## config.mk

```make
export PLATFORM = sky130hd
export DESIGN_NAME = pird_decode
export DESIGN_NICKNAME = d
export VERILOG_FILES = /design/src/pird_pkg.sv /design/src/pird_decode.sv
export SDC_FILE = /design/constraint.sdc
export NUM_CORES = 1
export LEC_CHECK = 0
export ABC_AREA = 1
export ABC_CLOCK_PERIOD_IN_PS = 1870
export BUFFER_PORTS_ARGS = -buffer_cell sky130_fd_sc_hd__buf_2
export CELL_PAD_IN_SITES_DETAIL_PLACEMENT = 1
export CELL_PAD_IN_SITES_GLOBAL_PLACEMENT = 2
export CORE_MARGIN = 4
export CORE_UTILIZATION = 25
export CTS_BUF_LIST = sky130_fd_sc_hd__clkbuf_8
export CTS_CLUSTER_DIAMETER = 40
export DETAILED_ROUTE_END_ITERATION = 8
export GPL_TIMING_DRIVEN = 0
export PLACE_DENSITY = 0.9
export SLEW_MARGIN = 20
export SYNTH_ARGS = -nofsm -noshare
export SYNTH_HDL_FRONTEND = slang
export SYNTH_SLANG_ARGS = --single-unit
```

## constraint.sdc

```tcl
create_clock -name ref_clk -period 1.87 [get_ports ref_clk]
set_clock_uncertainty 0.05 [all_clocks]
set_input_delay 0.0935 -clock ref_clk [delete_from_list [all_inputs] [get_ports ref_clk]]
set_output_delay 0.0935 -clock ref_clk [all_outputs]
set_load 0.02 [all_outputs]
```

## src/pird_pkg.sv

```systemverilog
// Constants and carrier types for the IDE register decode block
package pird_pkg;
    // Address map
    localparam logic [15:0] PRI_CMD_BASE = 16'h01f0;
    localparam logic [15:0] SEC_CMD_BASE = 16'h0170;
    localparam logic [15:0] PRI_CTL_BASE = 16'h03f4;
    localparam logic [15:0] SEC_CTL_BASE = 16'h0374;
    localparam int CMD_SPAN_BITS = 3;
    localparam int CTL_SPAN_BITS = 2;
    localparam logic [2:0] OFS_DATA = 3'h0;
    localparam logic [2:0] OFS_DRIVE_HEAD = 3'h6;
    localparam logic [1:0] LANE_ALT_STATUS = 2'h2;
    localparam logic [1:0] LANE_SIDE_BUS = 2'h3;
    localparam int DRIVE_BIT = 4;
    // Timing in PCI clocks
    localparam logic [4:0] CMP_STARTUP = 5'h04;
    localparam logic [4:0] CMP_STROBE = 5'h0b;
    localparam logic [4:0] CMP_RECOVER = 5'h16;
    localparam logic [4:0] CMPD_STARTUP = 5'h03;
    localparam logic [4:0] CMPD_STROBE = 5'h06;
    localparam logic [4:0] CMPD_RECOVER = 5'h0e;
    localparam logic [4:0] ENH_STARTUP = 5'h02;
    localparam logic [4:0] ENH_STROBE_MIN = 5'h02;
    localparam logic [4:0] ENH_RECOVER_MIN = 5'h01;
    localparam logic [4:0] SHUTDOWN = 5'h02;

    typedef struct packed {
        logic [31:0] addr;
        logic [3:0] be;
        logic write;
        logic [31:0] wdata;
    } pird_req_t;

    typedef struct packed {
        logic time0;
        logic time1;
        logic ie0;
        logic ie1;
        logic sitre;
        logic [1:0] isp;
        logic [1:0] rct;
    } pird_tim_t;

    typedef struct packed {
        logic [1:0] isp;
        logic [1:0] rct;
    } pird_sidtim_t;

    typedef enum logic [2:0] {
        ST_IDLE = 3'b000,
        ST_SETUP = 3'b001,
        ST_STROBE = 3'b010,
        ST_RECOVER = 3'b011,
        ST_HOLD = 3'b100,
        ST_FINISH = 3'b101
    } pird_state_t;
endpackage

```

## src/pird_decode.sv

```systemverilog
// PCI target decode and PIO cycle engine for one IDE connector
// Function
// - Decode only with I/O space enable and the channel decode enable set.
// - Register access asserts its chip select and runs compatible strobes.
// - Command block is 8 bytes, control block 4 bytes, each own select.
// - Upper 16 address bits must be zero for a hit.
// - Command block base 01F0h primary, 0170h secondary.
// - Control block base 03F4h primary, 0374h secondary.
// - Claim every access in the ranges regardless of byte enables.
// - Primary control block byte 3 goes to the side bus, not the drive.
// - 16-bit access at control offset 2 ends in target abort.
// - Shadow drive/head bit 4 selects the targeted drive.
// - Only data port cycles may use fast timing.
// - Every strobe edge falls on a PCI clock edge.
// - Drive 0 and drive 1 have independent timing selections.
// - Sync DMA drive uses sync timing for DMA, PIO timing otherwise.
// - Secondary ranges are still claimed when enabled.
// - Enhanced strobe 2 to 5 clocks, recovery 1 to 4 clocks.
// - Address and chip selects held 2 clocks after the cycle.
`timescale 1ns/1ps
module pird_decode (
    input wire logic ref_clk,
    input wire logic arst_n,
    input wire logic io_space_enable,
    input wire logic primary_decode_enable,
    input wire logic secondary_decode_enable,
    input wire pird_pkg::pird_tim_t primary_timing_reg,
    input wire pird_pkg::pird_sidtim_t second_drive_timing_reg,
    input wire logic [1:0] sync_dma_control_reg,
    input wire logic [1:0] sync_dma_timing_reg,
    input wire logic req_valid,
    input wire pird_pkg::pird_req_t req,
    output logic req_ready,
    output logic req_claim,
    output logic req_target_abort,
    output logic resp_done,
    output logic [31:0] resp_rdata,
    output logic command_block_select_n,
    output logic control_block_select_n,
    output logic [2:0] drive_addr,
    output logic drive_read_strobe_n,
    output logic drive_write_strobe_n,
    input wire logic [15:0] drive_data_in,
    output logic [15:0] drive_data_out,
    output logic drive_data_oe,
    input wire logic drive_ready_in,
    output logic side_req,
    output logic side_write,
    output logic [7:0] side_wdata,
    input wire logic [7:0] side_rdata,
    output logic drive_select,
    output logic dma_sync_mode,
    output logic [1:0] dma_sync_timing
);
    pird_pkg::pird_state_t state_reg, state_next;
    logic [4:0] cnt_reg, cnt_next, recov_reg, recov_next;
    logic [4:0] strobe_reg, strobe_next;
    logic cmd_cs_reg, cmd_cs_next, ctl_cs_reg, ctl_cs_next;
    logic rd_reg, rd_next, wr_reg, wr_next, oe_reg, oe_next;
    logic [2:0] da_reg, da_next;
    logic [15:0] dout_reg, dout_next;
    logic [1:0] lane_reg, lane_next;
    logic shadow_reg, shadow_next, done_reg, done_next;
    logic [31:0] rdata_reg, rdata_next;
    logic side_reg, side_next, side_wr_reg, side_wr_next;
    logic [7:0] side_wd_reg, side_wd_next;
    logic iordy_wait_reg, iordy_wait_next;
    logic [2:0] rdy_sync;
    logic rdy_reg, rdy_next;
    logic pri_en, sec_en, upper_zero;
    logic pri_cmd, sec_cmd, pri_ctl, sec_ctl, hit, take;
    logic [1:0] low_lane;
    logic [2:0] reg_ofs;
    logic data_port, fast, abort_hit, side_hit;
    logic [1:0] isp_sel, rct_sel;
    logic [4:0] st_cnt, sb_cnt, rc_cnt;
    logic [31:0] wshift;

    assign pri_en = io_space_enable & primary_decode_enable;
    assign sec_en = io_space_enable & secondary_decode_enable;
    assign upper_zero = (req.addr[31:16] == 16'h0000);
    localparam int CMD_SPAN_BITS_L = pird_pkg::CMD_SPAN_BITS;
    localparam int CTL_SPAN_BITS_L = pird_pkg::CTL_SPAN_BITS;
    localparam logic [15:0] PRI_CMD_L = pird_pkg::PRI_CMD_BASE;
    localparam logic [15:0] SEC_CMD_L = pird_pkg::SEC_CMD_BASE;
    localparam logic [15:0] PRI_CTL_L = pird_pkg::PRI_CTL_BASE;
    localparam logic [15:0] SEC_CTL_L = pird_pkg::SEC_CTL_BASE;
    assign pri_cmd = pri_en & upper_zero & (req.addr[15:CMD_SPAN_BITS_L]
        == PRI_CMD_L[15:CMD_SPAN_BITS_L]);
    assign sec_cmd = sec_en & upper_zero & (req.addr[15:CMD_SPAN_BITS_L]
        == SEC_CMD_L[15:CMD_SPAN_BITS_L]);
    assign pri_ctl = pri_en & upper_zero & (req.addr[15:CTL_SPAN_BITS_L]
        == PRI_CTL_L[15:CTL_SPAN_BITS_L]);
    assign sec_ctl = sec_en & upper_zero & (req.addr[15:CTL_SPAN_BITS_L]
        == SEC_CTL_L[15:CTL_SPAN_BITS_L]);

    // Claim any hit, byte enables not needed
    assign hit = pri_cmd | sec_cmd | pri_ctl | sec_ctl;
    assign req_ready = (state_reg == pird_pkg::ST_IDLE);
    assign req_claim = req_valid & req_ready & hit;
    assign take = req_claim;

    always_comb begin
        low_lane = 2'h3;
        if (req.be[0]) begin
            low_lane = 2'h0;
        end else if (req.be[1]) begin
            low_lane = 2'h1;
        end else if (req.be[2]) begin
            low_lane = 2'h2;
        end
    end
    assign reg_ofs = {req.addr[2], low_lane};
    // Word access to alt status aborts
    assign abort_hit = (pri_ctl | sec_ctl) & req.be[2] & req.be[3];
    // Lone byte 3 of primary control block
    assign side_hit = pri_ctl & ~abort_hit
        & (low_lane == pird_pkg::LANE_SIDE_BUS);
    assign req_target_abort = take & abort_hit;
    assign data_port = pri_cmd & (reg_ofs == pird_pkg::OFS_DATA);
    assign wshift = req.wdata >> {low_lane, 3'h0};

    // Per-drive timing selection by shadow bit
    always_comb begin
        isp_sel = primary_timing_reg.isp;
        rct_sel = primary_timing_reg.rct;
        fast = shadow_reg ? primary_timing_reg.time1
                          : primary_timing_reg.time0;
        if (shadow_reg && primary_timing_reg.sitre) begin
            isp_sel = second_drive_timing_reg.isp;
            rct_sel = second_drive_timing_reg.rct;
        end
    end

    // Fast timing only for the data port
    always_comb begin
        if (data_port && fast) begin
            st_cnt = pird_pkg::ENH_STARTUP;
            sb_cnt = pird_pkg::ENH_STROBE_MIN + {3'h0, isp_sel};
            rc_cnt = pird_pkg::ENH_RECOVER_MIN + {3'h0, rct_sel};
        end else if (data_port) begin
            st_cnt = pird_pkg::CMPD_STARTUP;
            sb_cnt = pird_pkg::CMPD_STROBE;
            rc_cnt = pird_pkg::CMPD_RECOVER;
        end else begin
            st_cnt = pird_pkg::CMP_STARTUP;
            sb_cnt = pird_pkg::CMP_STROBE;
            rc_cnt = pird_pkg::CMP_RECOVER;
        end
    end

    // Ready pin synchroniser, change taken when stages 2 and 3 agree
    always_ff @(posedge ref_clk or negedge arst_n) begin
        if (!arst_n) begin
            rdy_sync <= 3'h0;
        end else begin
            rdy_sync <= {rdy_sync[1:0], drive_ready_in};
        end
    end
    assign rdy_next = (rdy_sync[1] == rdy_sync[2]) ? rdy_sync[2] : rdy_reg;

    always_comb begin
        state_next = state_reg;
        cnt_next = cnt_reg;
        recov_next = recov_reg;
        strobe_next = strobe_reg;
        cmd_cs_next = cmd_cs_reg;
        ctl_cs_next = ctl_cs_reg;
        rd_next = rd_reg;
        wr_next = wr_reg;
        oe_next = oe_reg;
        da_next = da_reg;
        dout_next = dout_reg;
        lane_next = lane_reg;
        shadow_next = shadow_reg;
        done_next = 1'b0;
        rdata_next = rdata_reg;
        side_next = 1'b0;
        side_wr_next = side_wr_reg;
        side_wd_next = side_wd_reg;
        iordy_wait_next = iordy_wait_reg;
        case (state_reg)
            pird_pkg::ST_IDLE: begin
                if (take) begin
                    rdata_next = 32'h0000_0000;
                    // Shadow updates on command offset 6 write only
                    if (pri_cmd && req.write
                        && reg_ofs == pird_pkg::OFS_DRIVE_HEAD) begin
                        shadow_next = wshift[pird_pkg::DRIVE_BIT];
                    end
                    if (abort_hit) begin
                        state_next = pird_pkg::ST_IDLE;
                    end else if (side_hit) begin
                        side_next = 1'b1;
                        side_wr_next = req.write;
                        side_wd_next = wshift[7:0];
                        state_next = pird_pkg::ST_FINISH;
                    end else if (pri_cmd || (pri_ctl && low_lane
                        == pird_pkg::LANE_ALT_STATUS)) begin
                        cmd_cs_next = pri_cmd;
                        ctl_cs_next = pri_ctl;
                        da_next = reg_ofs;
                        lane_next = low_lane;
                        dout_next = wshift[15:0];
                        oe_next = req.write;
                        wr_next = 1'b0;
                        rd_next = 1'b0;
                        cnt_next = st_cnt;
                        strobe_next = sb_cnt;
                        recov_next = rc_cnt;
                        iordy_wait_next = shadow_reg ? primary_timing_reg.ie1
                                                     : primary_timing_reg.ie0;
                        state_next = pird_pkg::ST_SETUP;
                    end else begin
                        // Secondary or reserved: no connector cycle
                        state_next = pird_pkg::ST_FINISH;
                    end
                end
            end
            pird_pkg::ST_SETUP: begin
                cnt_next = cnt_reg - 5'h01;
                if (cnt_reg == 5'h01) begin
                    // Strobes move on clock edges only
                    rd_next = ~oe_reg;
                    wr_next = oe_reg;
                    cnt_next = strobe_reg;
                    state_next = pird_pkg::ST_STROBE;
                end
            end
            pird_pkg::ST_STROBE: begin
                if (cnt_reg != 5'h01) begin
                    cnt_next = cnt_reg - 5'h01;
                end else if (!iordy_wait_reg || rdy_reg) begin
                    rd_next = 1'b0;
                    wr_next = 1'b0;
                    if (!oe_reg) begin
                        rdata_next = {16'h0000, drive_data_in}
                            << {lane_reg, 3'h0};
                    end
                    cnt_next = recov_reg;
                    state_next = pird_pkg::ST_RECOVER;
                end
            end
            pird_pkg::ST_RECOVER: begin
                cnt_next = cnt_reg - 5'h01;
                if (cnt_reg == 5'h01) begin
                    cnt_next = pird_pkg::SHUTDOWN;
                    state_next = pird_pkg::ST_HOLD;
                end
            end
            pird_pkg::ST_HOLD: begin
                // Address and select held through shutdown
                cnt_next = cnt_reg - 5'h01;
                if (cnt_reg == 5'h01) begin
                    cmd_cs_next = 1'b0;
                    ctl_cs_next = 1'b0;
                    oe_next = 1'b0;
                    done_next = 1'b1;
                    state_next = pird_pkg::ST_IDLE;
                end
            end
            pird_pkg::ST_FINISH: begin
                if (side_reg && !side_wr_reg) begin
                    rdata_next = {side_rdata, 24'h000000};
                end
                done_next = 1'b1;
                state_next = pird_pkg::ST_IDLE;
            end
            default: begin
                state_next = pird_pkg::ST_IDLE;
            end
        endcase
    end

    always_ff @(posedge ref_clk or negedge arst_n) begin
        if (!arst_n) begin
            state_reg <= pird_pkg::ST_IDLE;
            cnt_reg <= 5'h00;
            recov_reg <= 5'h00;
            strobe_reg <= 5'h00;
            cmd_cs_reg <= 1'b0;
            ctl_cs_reg <= 1'b0;
            rd_reg <= 1'b0;
            wr_reg <= 1'b0;
            oe_reg <= 1'b0;
            da_reg <= 3'h0;
            dout_reg <= 16'h0000;
            lane_reg <= 2'h0;
            shadow_reg <= 1'b0;
            done_reg <= 1'b0;
            rdata_reg <= 32'h0000_0000;
            side_reg <= 1'b0;
            side_wr_reg <= 1'b0;
            side_wd_reg <= 8'h00;
            iordy_wait_reg <= 1'b0;
            rdy_reg <= 1'b0;
        end else begin
            state_reg <= state_next;
            cnt_reg <= cnt_next;
            recov_reg <= recov_next;
            strobe_reg <= strobe_next;
            cmd_cs_reg <= cmd_cs_next;
            ctl_cs_reg <= ctl_cs_next;
            rd_reg <= rd_next;
            wr_reg <= wr_next;
            oe_reg <= oe_next;
            da_reg <= da_next;
            dout_reg <= dout_next;
            lane_reg <= lane_next;
            shadow_reg <= shadow_next;
            done_reg <= done_next;
            rdata_reg <= rdata_next;
            side_reg <= side_next;
            side_wr_reg <= side_wr_next;
            side_wd_reg <= side_wd_next;
            iordy_wait_reg <= iordy_wait_next;
            rdy_reg <= rdy_next;
        end
    end

    assign command_block_select_n = ~cmd_cs_reg;
    assign control_block_select_n = ~ctl_cs_reg;
    assign drive_addr = da_reg;
    assign drive_read_strobe_n = ~rd_reg;
    assign drive_write_strobe_n = ~wr_reg;
    assign drive_data_out = dout_reg;
    assign drive_data_oe = oe_reg;
    assign resp_done = done_reg;
    assign resp_rdata = rdata_reg;
    assign side_req = side_reg;
    assign side_write = side_wr_reg;
    assign side_wdata = side_wd_reg;
    assign drive_select = shadow_reg;
    // DMA to a sync-enabled drive uses sync timing
    assign dma_sync_mode = sync_dma_control_reg[shadow_reg];
    assign dma_sync_timing = sync_dma_timing_reg;

    logic fast_prev;
    assign fast_prev = (strobe_reg != pird_pkg::CMP_STROBE);
endmodule

```

==> results.toml <==
[cts]
cts_tree = "done"
clockBufferDepth = 2
clk-insertion-delay-late_ns = 0.38
cts.root.buffer_cell = "clkbuf_8"
h-tree-depth = 3
cts.sinks = 89
path_clk_slew_ns = 0.09
numCtsBuffers = 9

[worst_setup_path]
critical_path.max_stage_delay_ns = 0.47
cp_max_fo = 10
criticalPathCategory = "flip-flop to flip-flop"
required_ns = 2.11
crit_path_end_kind = "flip-flop"
crit_chain = "inv_2, nand2_4, nor2_4, a31oi_1, a211o_1, a21oi_4, buf_12, buf_8, nand2_1, o21ai_1"
crit_arrival_ns = 2.07
critical_path.slowest_cell = "dfrtp_2"
startpoint_type = "flip-flop"

[global_routing]
grt_pass1_vias = 6100
grt_pass1_wl_um = 32500
antenna_found_initial = 1
grt_max_degree = 76
track_usage_pct = 17.3
grt-ovfl-total = 0

[power]
peakVddDrop_uv = 293
powerDensity_mw_per_mm2 = 626
leakage_nw = 3.89

[min_path]
hold_path.class = "input port to flip-flop"

[sta]
rsz0062_at_grt = "yes"
setup_viol = 0
fin_crit_sh_pct = 97.8
worst_pin_slew_ns = 0.585
hold_viol_final = 0
drv_slew = 0
period_minus_slack_ns = 1.83
slew_headroom_pct = 61.0
setup_ws_ns = 0.0417
max_freq_mhz = 547

[synthesis]
synth_most_common_cell = "nand2_1"
synth.avg_cell_area_um2 = 7.19
synth_fp_nets = 840
yosysSeqAreaShare_pct = 43.0
async_flop_share_pct = 100
synth_common_cells = "nand2_1, dfrtp_1, inv_1"
syn-cell-area_mm2 = 0.00518
ys_types = 41
yosysTopAreaCellShare_pct = 43.0
synth_ff_type = "dfrtp_1"
synthTopCellsByArea = "dfrtp_1, nand2_1, o21ai_0"
synth.largest_area_cell = "dfrtp_1"
ys_ff_latch = 89
synth_edf_count = 0
netlist_instances = 720
ys_warn_count = 0

[detailed_routing]
drt_pass1_iterations = 4
vias = 5706
drt-vias-per-instance = 4.61
drc = 0
drt-initial-drc-count = 226
ant_nets = 0
wl_per_cell_um = 16.6
drt-total-wl_um = 20600

[die]
die_h_um = 152
die_area_mm2 = 0.0231
row_count = 52
core-area_mm2 = 0.0203
io-pin-count = 191
die_x_um = 152
initial_core_util_pct = 25.5

[placement]
post-dp-hpwl_um = 15600
gp_congestion = 0.864
place_area_mm2 = 0.00648
post-place-ws_ns = -0.421
io_buffer_count = 186

[finish]
num_antenna_cells = 0
largest_reg_flops = 32
fin_util_pct = 36.4
area.growth.synth_to_final_pct = 42.9
nNetsFinal = 1082
fillCellCount = 2602
seqCellArea_mm2 = 0.00223
multi_input_area_mm2 = 0.00265
fin_area_mm2 = 0.00740
drive_gt1_share_pct = 32.9

[outcome]
status = "complete, no violations"

[job]
drv_cap = 0
-- path summary, 6_finish.rpt --
check	from	to	slack (ns)	cells past startpoint
hold reg to reg	rdy_sync[0]	rdy_sync[1]	0.32	0
setup reg to reg	state_reg[1]	resp_rdata[26]	0.04	10
setup / recovery	state_reg[1]	resp_rdata[26]	0.04	10
max in group asynchronous	arst_n	drive_select	1.08	3
min in group asynchronous	arst_n	resp_rdata[11]	0.06	2
hold / removal	side_rdata[7]	resp_rdata[31]	0.01	5
-- layout by cell type, fill, tap and decap left out, drive strengths merged, types with 7 or more instances in the layout --
cell           n
buf          232
nand2        204
o21ai        101
inv           98
nor2          95
dfrtp         89
nand3         25
a21oi         20
clkbuf        18
dlygate4sd3   15
o22ai         10
o221ai         9
mux2i          8
a2bb2oi        7
-- metal layers --
metal,vias to the layer above,wire length (µm),GRT usage (%)
met2,131,10100,29.9
met4,2,400,4.79
met3,26,978,3.84
li1,2805,-,-
met1,2742,9050,21.7
met5,-,12,0
-- critical path: cells and delay by family, from the launching register on --
family / cells / cell delay, ns
AOI/OAI and AO/OA: 4 / 0.64
buffers and inverters: 3 / 0.38
DFF: 1 / 0.47
and+or+nand+nor: 3 / 0.21
-- kinds of logic (layout without fill, tap and decap cells) --
family	after synthesis	count (layout)	synth area share, %
xor gates and xnor gates	3	3	0.508
AOI/OAI and AO/OA	152	152	16.6
buffers and inverters	121	368	9.86
adders and majority gates	4	4	0.918
and+or+nand+nor	340	340	26.9
DFF	89	89	43.0
muxes	11	11	2.20
-- timing repair --
item / CTS / global route
endpoints found under the setup margin: 74 / 74
gates cloned: 2 / 0
hold buffers: 15 / 0
pin swaps: 3 / 15
gates resized for setup: 45 / 56
setup buffers: 15 / 17
hold endpoints to repair: 102 / 0
-- through the flow --
| step | power (mW) | TNS (ns) | std cells | hold WS (ns) |
|---|---|---|---|---|
| floorplan | 2.74 | 0 | 720 | -0.252 |
| detailed placement | 3.22 | -28.78 | 1177 | -0.118 |
| global route | 4.89 | -0.642 | 1237 | 0.0283 |
| global placement | 3.19 | -48.61 | 1176 | 0.153 |
| CTS | 4.69 | -0.481 | 1224 | 0.00166 |
| finish | 4.63 | 0 | 1237 | 0.0116 |
-- area by class of cell --
class / count / area share [%]
clock buffer: 10 / 1.86
timing repair buffer: 235 / 19.4
sequential: 89 / 30.2
buffer: 20 / 2.25
clock inverter: 6 / 0.879
multi-input combinational: 510 / 35.9
inverter: 97 / 5.04
tap: 270 / 4.57
-- power breakdown --
group | internal, mW | switching, mW
clock network | 0.660 | 0.761
logic | 0.391 | 0.624
registers | 2.10 | 0.0916
total | 3.16 | 1.48
Note: power is estimated with default switching activity, not from simulation.
